[src/rtl/slwr_pkg.sv]
// package of constants and types for the supply loss and wake report block
package slwr_pkg;
  localparam int SYNC_STAGES = 2;
  localparam logic [4:0] CHANNELS_OFF = 5'h00;
  localparam logic RESET_WAKE = 1'h0;
  typedef enum {
    SLWR_OFF,
    SLWR_NORMAL,
    SLWR_BATT_LOSS,
    SLWR_LOGIC_LOSS,
    SLWR_GND_LOSS
  } slwr_mode_type;
endpackage

[src/rtl/slwr_sync_if.sv]
// interface carrying raw and synchronised supply indications
`timescale 1ns/1ps
`default_nettype none
interface slwr_sync_if;
  logic [2:0] raw;
  logic [2:0] synced;
  modport src(output raw, input synced);
  modport snk(input raw, output synced);
endinterface
`default_nettype wire

[src/rtl/slwr_sync.sv]
// two flip-flop synchroniser for the supply indications
`timescale 1ns/1ps
`default_nettype none
module slwr_sync (
  input wire logic clk_in,
  input wire logic rst_in,
  slwr_sync_if.snk sig
);
  logic [2:0] stage1_reg;
  logic [2:0] stage2_reg;
  always_ff @(posedge clk_in or posedge rst_in) begin
    if (rst_in) begin
      stage1_reg <= 3'h0;
      stage2_reg <= 3'h0;
    end else begin
      stage1_reg <= sig.raw;
      stage2_reg <= stage1_reg;
    end
  end
  assign sig.synced = stage2_reg;
endmodule
`default_nettype wire

[src/rtl/slwr_top.sv]
// supply loss handling and wake state report on the clock pin
`timescale 1ns/1ps
`default_nettype none
module slwr_top (
  input wire logic CLK_IN,
  input wire logic RST_IN,
  input wire logic WAKE_IN,
  input wire logic DEVICE_RESET_INPUT_IN,
  input wire logic RESET_WAKE_IN,
  input wire logic BATTERY_SUPPLY_OK_IN,
  input wire logic LOGIC_SUPPLY_OK_IN,
  input wire logic LOGIC_SUPPLY_IN_RANGE_IN,
  input wire logic GROUND_OK_IN,
  input wire logic [4:0] CHANNEL_REQ_IN,
  input wire logic EXT_SWITCH_REQ_IN,
  input wire logic SERIAL_READ_REQ_IN,
  input wire logic [15:0] SERIAL_READ_DATA_IN,
  input wire logic COMM_FAULT_IN,
  output logic CLK_PIN_OUT,
  output logic CLK_PIN_OE_OUT,
  output logic OPERATIONAL_OUT,
  output logic [4:0] POWER_CHANNELS_ONE_TO_FIVE_OUT,
  output logic EXTERNAL_SWITCH_OUTPUT_OUT,
  output logic EXTERNAL_SWITCH_PULLUP_OUT,
  output logic SERIAL_DATA_VALID_OUT,
  output logic [15:0] SERIAL_DATA_OUT,
  output logic REG_CLEAR_OUT,
  output logic COMM_WATCHDOG_TIMEOUT_OUT,
  output logic FAIL_MODE_OUT
);
  slwr_sync_if sup();
  logic batt_ok;
  logic logic_ok;
  logic gnd_ok;
  slwr_pkg::slwr_mode_type mode_reg, mode_next;
  logic batt_lost_reg, batt_lost_next;
  logic clk_oe_reg, clk_oe_next;
  logic oper_reg, oper_next;
  logic [4:0] chan_reg, chan_next;
  logic ext_reg, ext_next;
  logic pull_reg, pull_next;
  logic vld_reg, vld_next;
  logic [15:0] data_reg, data_next;
  logic clr_reg, clr_next;
  logic wdt_reg, wdt_next;
  logic fail_reg, fail_next;

  assign sup.raw = {GROUND_OK_IN, LOGIC_SUPPLY_OK_IN, BATTERY_SUPPLY_OK_IN};
  slwr_sync u_sync (
    .clk_in(CLK_IN),
    .rst_in(RST_IN),
    .sig(sup)
  );
  assign batt_ok = sup.synced[0];
  assign logic_ok = sup.synced[1];
  assign gnd_ok = sup.synced[2];

  always_comb begin
    mode_next = slwr_pkg::SLWR_NORMAL;
    if (!gnd_ok) begin
      mode_next = slwr_pkg::SLWR_GND_LOSS;
    end else if (!batt_ok && !logic_ok) begin
      mode_next = slwr_pkg::SLWR_OFF;
    end else if (!batt_ok) begin
      mode_next = slwr_pkg::SLWR_BATT_LOSS;
    end else if (!logic_ok) begin
      mode_next = slwr_pkg::SLWR_LOGIC_LOSS;
    end
  end

  always_comb begin
    batt_lost_next = batt_lost_reg;
    clk_oe_next = 1'h0;
    oper_next = WAKE_IN;
    chan_next = slwr_pkg::CHANNELS_OFF;
    ext_next = ext_reg;
    pull_next = 1'h0;
    vld_next = 1'h0;
    data_next = data_reg;
    clr_next = 1'h0;
    wdt_next = wdt_reg;
    fail_next = fail_reg;
    // a report may only start after a full reset; battery loss latches it off
    case (mode_reg)
      slwr_pkg::SLWR_OFF: begin
        batt_lost_next = 1'h0;
        ext_next = 1'h0;
        data_next = 16'h0000;
        clr_next = 1'h1;
        wdt_next = 1'h0;
        fail_next = 1'h0;
        oper_next = 1'h0;
      end
      slwr_pkg::SLWR_BATT_LOSS: begin
        batt_lost_next = 1'h1;
        ext_next = EXT_SWITCH_REQ_IN;
        if (SERIAL_READ_REQ_IN && LOGIC_SUPPLY_IN_RANGE_IN) begin
          vld_next = 1'h1;
          data_next = SERIAL_READ_DATA_IN;
        end
      end
      slwr_pkg::SLWR_LOGIC_LOSS: begin
        wdt_next = 1'h1;
        ext_next = 1'h0;
        if (WAKE_IN) begin
          chan_next = CHANNEL_REQ_IN;
        end
      end
      slwr_pkg::SLWR_GND_LOSS: begin
        pull_next = 1'h1;
        ext_next = 1'h0;
      end
      slwr_pkg::SLWR_NORMAL: begin
        if (WAKE_IN) begin
          chan_next = CHANNEL_REQ_IN;
        end
        ext_next = EXT_SWITCH_REQ_IN;
        if (SERIAL_READ_REQ_IN) begin
          vld_next = 1'h1;
          data_next = SERIAL_READ_DATA_IN;
        end
        clk_oe_next = WAKE_IN && !DEVICE_RESET_INPUT_IN && !RESET_WAKE_IN && !batt_lost_reg;
      end
      default: begin
        clr_next = 1'h1;
      end
    endcase
    if (wdt_next || COMM_FAULT_IN) begin
      fail_next = 1'h1;
    end
  end

  always_ff @(posedge CLK_IN or posedge RST_IN) begin
    if (RST_IN) begin
      mode_reg <= slwr_pkg::SLWR_OFF;
      batt_lost_reg <= 1'h0;
      clk_oe_reg <= 1'h0;
      oper_reg <= slwr_pkg::RESET_WAKE;
      chan_reg <= slwr_pkg::CHANNELS_OFF;
      ext_reg <= 1'h0;
      pull_reg <= 1'h0;
      vld_reg <= 1'h0;
      data_reg <= 16'h0000;
      clr_reg <= 1'h1;
      wdt_reg <= 1'h0;
      fail_reg <= 1'h0;
    end else begin
      mode_reg <= mode_next;
      batt_lost_reg <= batt_lost_next;
      clk_oe_reg <= clk_oe_next;
      oper_reg <= oper_next;
      chan_reg <= chan_next;
      ext_reg <= ext_next;
      pull_reg <= pull_next;
      vld_reg <= vld_next;
      data_reg <= data_next;
      clr_reg <= clr_next;
      wdt_reg <= wdt_next;
      fail_reg <= fail_next;
    end
  end

  assign CLK_PIN_OUT = clk_oe_reg;
  assign CLK_PIN_OE_OUT = clk_oe_reg;
  assign OPERATIONAL_OUT = oper_reg;
  assign POWER_CHANNELS_ONE_TO_FIVE_OUT = chan_reg;
  assign EXTERNAL_SWITCH_OUTPUT_OUT = ext_reg;
  assign EXTERNAL_SWITCH_PULLUP_OUT = pull_reg;
  assign SERIAL_DATA_VALID_OUT = vld_reg;
  assign SERIAL_DATA_OUT = data_reg;
  assign REG_CLEAR_OUT = clr_reg;
  assign COMM_WATCHDOG_TIMEOUT_OUT = wdt_reg;
  assign FAIL_MODE_OUT = fail_reg;
endmodule
`default_nettype wire

[config.mk]
export PLATFORM = sky130hd
export DESIGN_NAME = slwr_top
export DESIGN_NICKNAME = d
export VERILOG_FILES = /design/src/rtl/slwr_pkg.sv /design/src/rtl/slwr_sync_if.sv /design/src/rtl/slwr_sync.sv /design/src/rtl/slwr_top.sv
export SDC_FILE = /design/constraint.sdc
export NUM_CORES = 1
export LEC_CHECK = 0
export BUFFER_PORTS_ARGS = -buffer_cell sky130_fd_sc_hd__buf_4
export CAP_MARGIN = 20
export CORE_MARGIN = 4
export CORE_UTILIZATION = 30
export DETAILED_ROUTE_END_ITERATION = 16
export SLEW_MARGIN = 10
export SYNTH_ARGS = -nofsm -noshare
export SYNTH_HDL_FRONTEND = slang
export SYNTH_SLANG_ARGS = --single-unit
[constraint.sdc]
create_clock -name CLK_IN -period 1.4 [get_ports CLK_IN]
set_input_delay 0.07 -clock CLK_IN [delete_from_list [all_inputs] [get_ports CLK_IN]]
set_output_delay 0.07 -clock CLK_IN [all_outputs]
set_load 0.02 [all_outputs]
==> impl_metrics.csv, run 1 <==
group,metric,value,unit
sta,final.min_clock_period,1.42,ns
logic_synthesis,synth_warnings,0,
sta,timing.final.crit_share,101,%
cts,htreeDepth,2,
sta,worst_slack,-0.0196,ns
placed_design,pre_cts_slack,-0.0357,ns
logic_synthesis,synthMuxAreaShare,12.8,%
min_path,worstHoldPathCells,2,
cts,cts_root_buffer,"clkbuf_8",
route,vias,1167,
route,drc,0,
sta,finClkSkew,0.00579,ns
final_layout,largest_register_ffs,16,
final_layout,n_fill_cell,468,
critical_path,cp-start-kind,"register",
cts,cts_num_sinks,39,
power_and_ir_drop,leakagePower,1.23,nW
placed_design,post-dp-hpwl,2600,um
power_and_ir_drop,seqPwrFrac,45.1,%
sta,max-slew-margin-rel,64.6,%
floorplanning,io_pins,63,
floorplanning,rows,26,
logic_synthesis,synth_xor_area_share,2.14,%
logic_synthesis,synth_compound_area_share,4.69,%
route,dr.pass1.iters,4,
final_layout,diodes,0,
logic_synthesis,synth_area_per_cell,13.7,um2
final_layout,fin_nets,227,
min_path,holdPathEnd,"POWER_CHANNELS_ONE_TO_FIVE_OUT[2]",
route,antenna_left,0,
sta,fin_hold_ws,0.0117,ns
power_and_ir_drop,clockPowerShare,34.0,%
logic_synthesis,yosys.area.top_type_share,60.4,%
floorplanning,die_w,80.5,um
power_and_ir_drop,p_per_area,1140,nW/um2
floorplanning,start_util,30.8,%
final_layout,postLayoutCellArea,2460,um2
global_routing,grt_pass1_wl,5720,um
power_and_ir_drop,switching_share,24.6,%
critical_path,reg2reg_depth,5,
cts,cts.path.max_buffers,2,
route,via_per_inst,4.40,
sta,finalSetupViolations,8,
logic_synthesis,synth_fa_ha_area_share,0,%
logic_synthesis,ys_types,29,
sta,tightest_slew,0.531,ns
min_path,holdCritStartpoint,"CHANNEL_REQ_IN[2]",
floorplanning,dieArea,6470,um2
placed_design,dpl_cell_area,2200,um2
floorplanning,core-area,5110,um2
cts,clk_latency,0.28,ns
final_layout,finalNonFillerCells,265,
placed_design,dp.cells,249,
logic_synthesis,synth-seq-cells,39,
route,drt-initial-drc-count,23,
sta,max_freq,0.704,GHz
logic_synthesis,synth.top_cells.by_count,"dfrtp_1, nor3b_1, mux2_1, mux2_2, and3_1",
power_and_ir_drop,total_power,2.80,mW
logic_synthesis,synth_most_common_cell,"dfrtp_1",
global_routing,overflow,0,
critical_path,crit_type,"reg -> reg",
critical_path,rrSetupSlack,-0.02,ns
critical_path,rr_startpoint,"mode_reg[0]",
global_routing,grt_max_degree,28,
global_routing,grt_antenna_before_repair,0,
global_routing,grt_pass1_vias,1184,
logic_synthesis,synth_edf_count,0,
power_and_ir_drop,p_int,2.11,mW
logic_synthesis,syn_nets,148,
final_layout,final_core_utilization,48.2,%
status,violations,"setup timing",
final_layout,syn_to_final_growth,56.4,%
sta,finalMaxSlewViolations,0,
sta,hold_viol_final,0,
sta,grt_setup_unrepaired,"true",
floorplanning,die_h,80.5,um
logic_synthesis,seq_area_frac_synth,62.0,%
cts,cts_tree,"done",
min_path,hold_path_class,"in -> reg",
placed_design,gp_congestion,0.680,
logic_synthesis,synthSimpleGateAreaFrac,14.9,%
critical_path,arrival,1.59,ns
global_routing,grt_use_total,11.7,%
status,status,"finished, violations left",
sta,tns,-0.0959,ns
critical_path,r2r_end,"SERIAL_DATA_OUT[12]",
critical_path,endpoint_kind,"register",
cts,cts_made_buffers,5,
logic_synthesis,async_flop_share,100,%
logic_synthesis,netlist_area,1580,um2
logic_synthesis,yosys-top-cells-area,"dfrtp_1, nor3b_1, mux2_1, mux2_2, and3_1",
critical_path,critPathRequiredTime,1.57,ns
logic_synthesis,synth_ff_type,"dfrtp_1",
logic_synthesis,synth_top_family_by_area,"simple AND/OR/NAND/NOR gates",
power_and_ir_drop,combPwrFrac,20.9,%
run,cap_violations,0,
placed_design,portBuffers,62,
cts,clk_pin_slew,0.08,ns
logic_synthesis,yosysTopAreaCell,"dfrtp_1",
power_and_ir_drop,p_sw,690,uW
power_and_ir_drop,ir_worst_vdd,0.399,mV
critical_path,path_max_fanout,8,
route,drt-total-wl,3540,um
logic_synthesis,syn_inst,115,
route,wire_per_inst,13.4,um
final_layout,drive_gt1_share,55.4,%
==> cells in the final DEF (no fill, tap or decap) <==
cell type / instances
a21boi_0: 1
a21oi_1: 1
a32oi_4: 1
and2_1: 1
and3_1: 6
buf_12: 3
buf_4: 69
buf_6: 1
bufinv_16: 1
clkbuf_16: 1
clkbuf_8: 6
clkinv_2: 1
dfrtp_1: 35
dfrtp_2: 3
dfstp_2: 1
dlygate4sd3_1: 5
inv_1: 2
inv_2: 1
mux2_2: 7
mux2_4: 10
mux2i_1: 1
nand2_1: 2
nand2b_1: 2
nor2_1: 4
nor2_4: 1
nor2b_1: 1
nor2b_2: 1
nor3_1: 1
nor3b_1: 17
nor4_1: 1
o21ai_0: 2
o22a_1: 1
o22ai_1: 1
o32ai_1: 1
xnor2_1: 2
xnor2_4: 1
==> layer usage <==
| metal | wire, um | vias up | GRT usage (%) |
|---|---|---|---|
| met1 | 1400 | 558 | 13.6 |
| met5 | 0 | - | 0 |
| met3 | 352 | 6 | 4.04 |
| met2 | 1730 | 47 | 19.1 |
| met4 | 61 | 0 | 5.57 |
| li1 | - | 556 | - |
==> area by class of cell <==
class / instances / area, um2 / share of cell area (%)
inverter: 3 / 11.3 / 0.457
clock inverter: 2 / 35.0 / 1.42
multi-input combinational: 66 / 602 / 24.4
sequential: 39 / 981 / 39.8
timing repair buffer: 79 / 664 / 27.0
tap: 70 / 87.6 / 3.56
clock buffer: 6 / 82.6 / 3.35
==> logic make-up (layout without fill, tap and decap cells) <==
kind of cell / Yosys count / count (layout)
flops: 39 / 39
simple gates: 37 / 37
mux: 18 / 18
buf+inv: 10 / 90
compound gates: 8 / 8
xor+xnor: 3 / 3
==> power groups by stage <==
stage                     Combinational (mW)  Clock, mW  Sequential [mW]
final                                  0.585      0.953             1.26
after global routing                   0.633       1.04             1.28
after CTS                              0.545      0.989             1.26
after detailed placement               0.525          0             1.28
after global placement                 0.512          0             1.28
after floorplan                        0.195          0             1.36
==> worst max-delay path, cell delays in order, from the launching register on <==
cell       delay [ns]
dfrtp_2          0.44
buf_6            0.14
xnor2_4          0.23
clkbuf_16        0.19
nor3b_1          0.04
mux2_2           0.26
==> worst max-delay path by stage <==
stage | from | to | slack (ns) | cells past startpoint
floorplan | mode_reg[1] | SERIAL_DATA_OUT[10] | -0.06 | 5
global placement | mode_reg[0] | SERIAL_DATA_OUT[2] | 0.03 | 4
detailed placement | mode_reg[0] | SERIAL_DATA_OUT[3] | -0.04 | 4
CTS | mode_reg[0] | SERIAL_DATA_OUT[3] | -0.007 | 5
global route | mode_reg[0] | SERIAL_DATA_OUT[15] | -0.07 | 5
finish | mode_reg[0] | SERIAL_DATA_OUT[12] | -0.02 | 5
==> repair_timing <==
item / in CTS / in global routing
endpoints found under the setup margin: 16 / 16
hold buffers: 5 / 0
resized for setup: 4 / 11
hold endpoints to repair: 15 / 0
cloned: 0 / 1
setup buffers: 1 / 1
pin swaps: 0 / 1
Power figures use the tool's default switching activity.
==> run 2: changes to the inputs <==
- CORE_ASPECT_RATIO: default -> 1.1
==> run 2 against run 1 <==
Register-to-register slack better by 0.05 ns; the flow now finishes without violations; critical path type unchanged; critical endpoint is now SERIAL_DATA_OUT[8]; sequential power about the same; largest power group unchanged; clock skew shrank 0.0019 ns; sequential cell count unchanged.
==> impl_metrics.csv, run 2 (same netlist as run 1, synthesis figures left out) <==
group,metric,value,unit
status,status,"finished, final reports clean",
final_layout,syn_to_final_growth,46.5,%
critical_path,critPathBufInv,1,
power_and_ir_drop,total_power,2.51,mW
floorplanning,start_util,31.3,%
placed_design,dpl_cell_area,2170,um2
route,drt-total-wl,3480,um
power_and_ir_drop,p_per_area,1090,nW/um2
floorplanning,core-area,5030,um2
cts,cts_tree,"done",
global_routing,grt_pass1_wl,5850,um
floorplanning,rows,27,
sta,grt_setup_unrepaired,"true",
cts,clk_pin_slew,0.08,ns
min_path,hold_path_class,"in -> reg",
global_routing,grt_max_degree,40,
sta,final.min_clock_period,1.37,ns
placed_design,portBuffers,62,
sta,finalSetupViolations,0,
route,drt-initial-drc-count,48,
critical_path,critPathRequiredTime,1.57,ns
final_layout,largest_register_ffs,16,
run,cap_violations,0,
global_routing,grt_pass1_vias,1195,
critical_path,cp-start-kind,"register",
critical_path,crit_type,"reg -> reg",
route,antenna_left,0,
cts,cts_num_sinks,39,
cts,cts_root_buffer,"clkbuf_8",
cts,clk_latency,0.29,ns
sta,finalMaxSlewViolations,0,
final_layout,final_common_cell,"buf_4",
power_and_ir_drop,leakagePower,1.16,nW
final_layout,multi_input_area,559,um2
placed_design,gp_congestion,0.692,
cts,post_cts_buffers,0,
floorplanning,die_w,77.1,um
final_layout,diodes,0,
floorplanning,io_pins,63,
power_and_ir_drop,ir_worst_vdd,0.677,mV
sta,max_freq,0.728,GHz
route,vias,1142,
final_layout,regArea,978,um2
critical_path,arrival,1.54,ns
floorplanning,die_h,84,um
final_layout,postLayoutCellArea,2310,um2
critical_path,path_cells,"nand2b_1 -> a32oi_4 -> buf_12 -> mux2_1",
route,via_per_inst,4.59,
final_layout,n_fill_cell,463,
placed_design,post-dp-hpwl,2670,um
sta,worst_slack,0.0262,ns
sta,timing.final.crit_share,98.1,%
cts,cts_made_buffers,5,
cts,cts.path.max_buffers,2,
global_routing,overflow,0,
placed_design,pre_cts_slack,-0.0168,ns
sta,max-slew-margin-rel,68.9,%
cts,htreeDepth,2,
sta,tns,0,ns
critical_path,max_stage_delay,0.40,ns
sta,tightest_slew,0.466,ns
critical_path,path_delay_family,"flip-flops",
critical_path,path_max_fanout,16,
route,wire_per_inst,14.0,um
final_layout,fin_nets,223,
critical_path,cp_slowest_cell,"dfrtp_1",
sta,hold_viol_final,0,
sta,finClkSkew,0.00391,ns
floorplanning,dieArea,6480,um2
final_layout,drive_gt1_share,48.7,%
global_routing,grt_antenna_before_repair,0,
route,drc,0,
critical_path,endpoint_kind,"register",
final_layout,mostFrequentLayoutCells,"buf_4, dfrtp_1, nor3b_1",
route,dr.pass1.iters,3,
global_routing,grt_use_total,11.4,%
==> run 2: cell types whose count changed in the layout (fill, tap and decap cells not counted), moves of 2 or more <==
cell	previous run	this run
mux2_1	0	9
dfrtp_1	35	37
mux2_4	10	1
dfrtp_2	3	1
==> run 2: worst paths after layout <==
path,end,start,slack (ns),depth (start not counted)
min,POWER_CHANNELS_ONE_TO_FIVE_OUT[1],CHANNEL_REQ_IN[1],0.02,2
min in group asynchronous,SERIAL_DATA_OUT[0],RST_IN,0.45,4
max reg2reg,SERIAL_DATA_OUT[8],mode_reg[0],0.03,4
max in group asynchronous,mode_reg[2],RST_IN,0.60,4
min reg2reg,u_sync.sig.synced[2],u_sync.stage1_reg[2],0.35,0
max,SERIAL_DATA_OUT[8],mode_reg[0],0.03,4
==> run 2: timing repair <==
action / CTS / global route
hold buffers: 5 / 0
endpoints found under the hold margin: 42 / 0
endpoints found under the setup margin: 13 / 19
resized for setup: 2 / 1
==> run 2: area by class of cell <==
cell class	instances	share of cell area, %
Clock buffer	6	3.15
Clock inverter	2	0.542
Inverter	3	0.488
Multi-Input combinational cell	66	24.2
Sequential cell	39	42.4
Tap cell	58	3.15
Timing Repair Buffer	75	26.0
==> run 2: worst register-to-register path, cell delays in order, from the launching register on <==
cell and delay (ns):
dfrtp_1 0.40, nand2b_1 0.11, a32oi_4 0.22, buf_12 0.19
mux2_1 0.34
==> run 2: report_power, final <==
group | total (mW) | internal (mW) | switching, mW
clock | 0.729 | 0.348 | 0.381
sequential | 1.26 | 1.21 | 0.0514
combinational | 0.522 | 0.273 | 0.249
==> run 2: metal layers <==
metal	GRT usage [%]	share of wire, %	up-vias	wire (um)
li1	-	-	546	-
met1	13.0	40	559	1390
met2	20.0	53	34	1830
met3	4.21	6.6	3	230
met4	2.91	0.83	0	29
met5	0	0	-	0
==> run 2: stage by stage <==
step / instances / utilization, % / hold slack, ns
after floorplan: 115 / - / 0.101
after global placement: 236 / 43.0 / 0.179
after detailed placement: 236 / 43.0 / 0.181
after CTS: 249 / 45.8 / 0.00755
after global routing: 249 / 45.8 / 0.000878
final: 249 / 45.8 / 0.0170
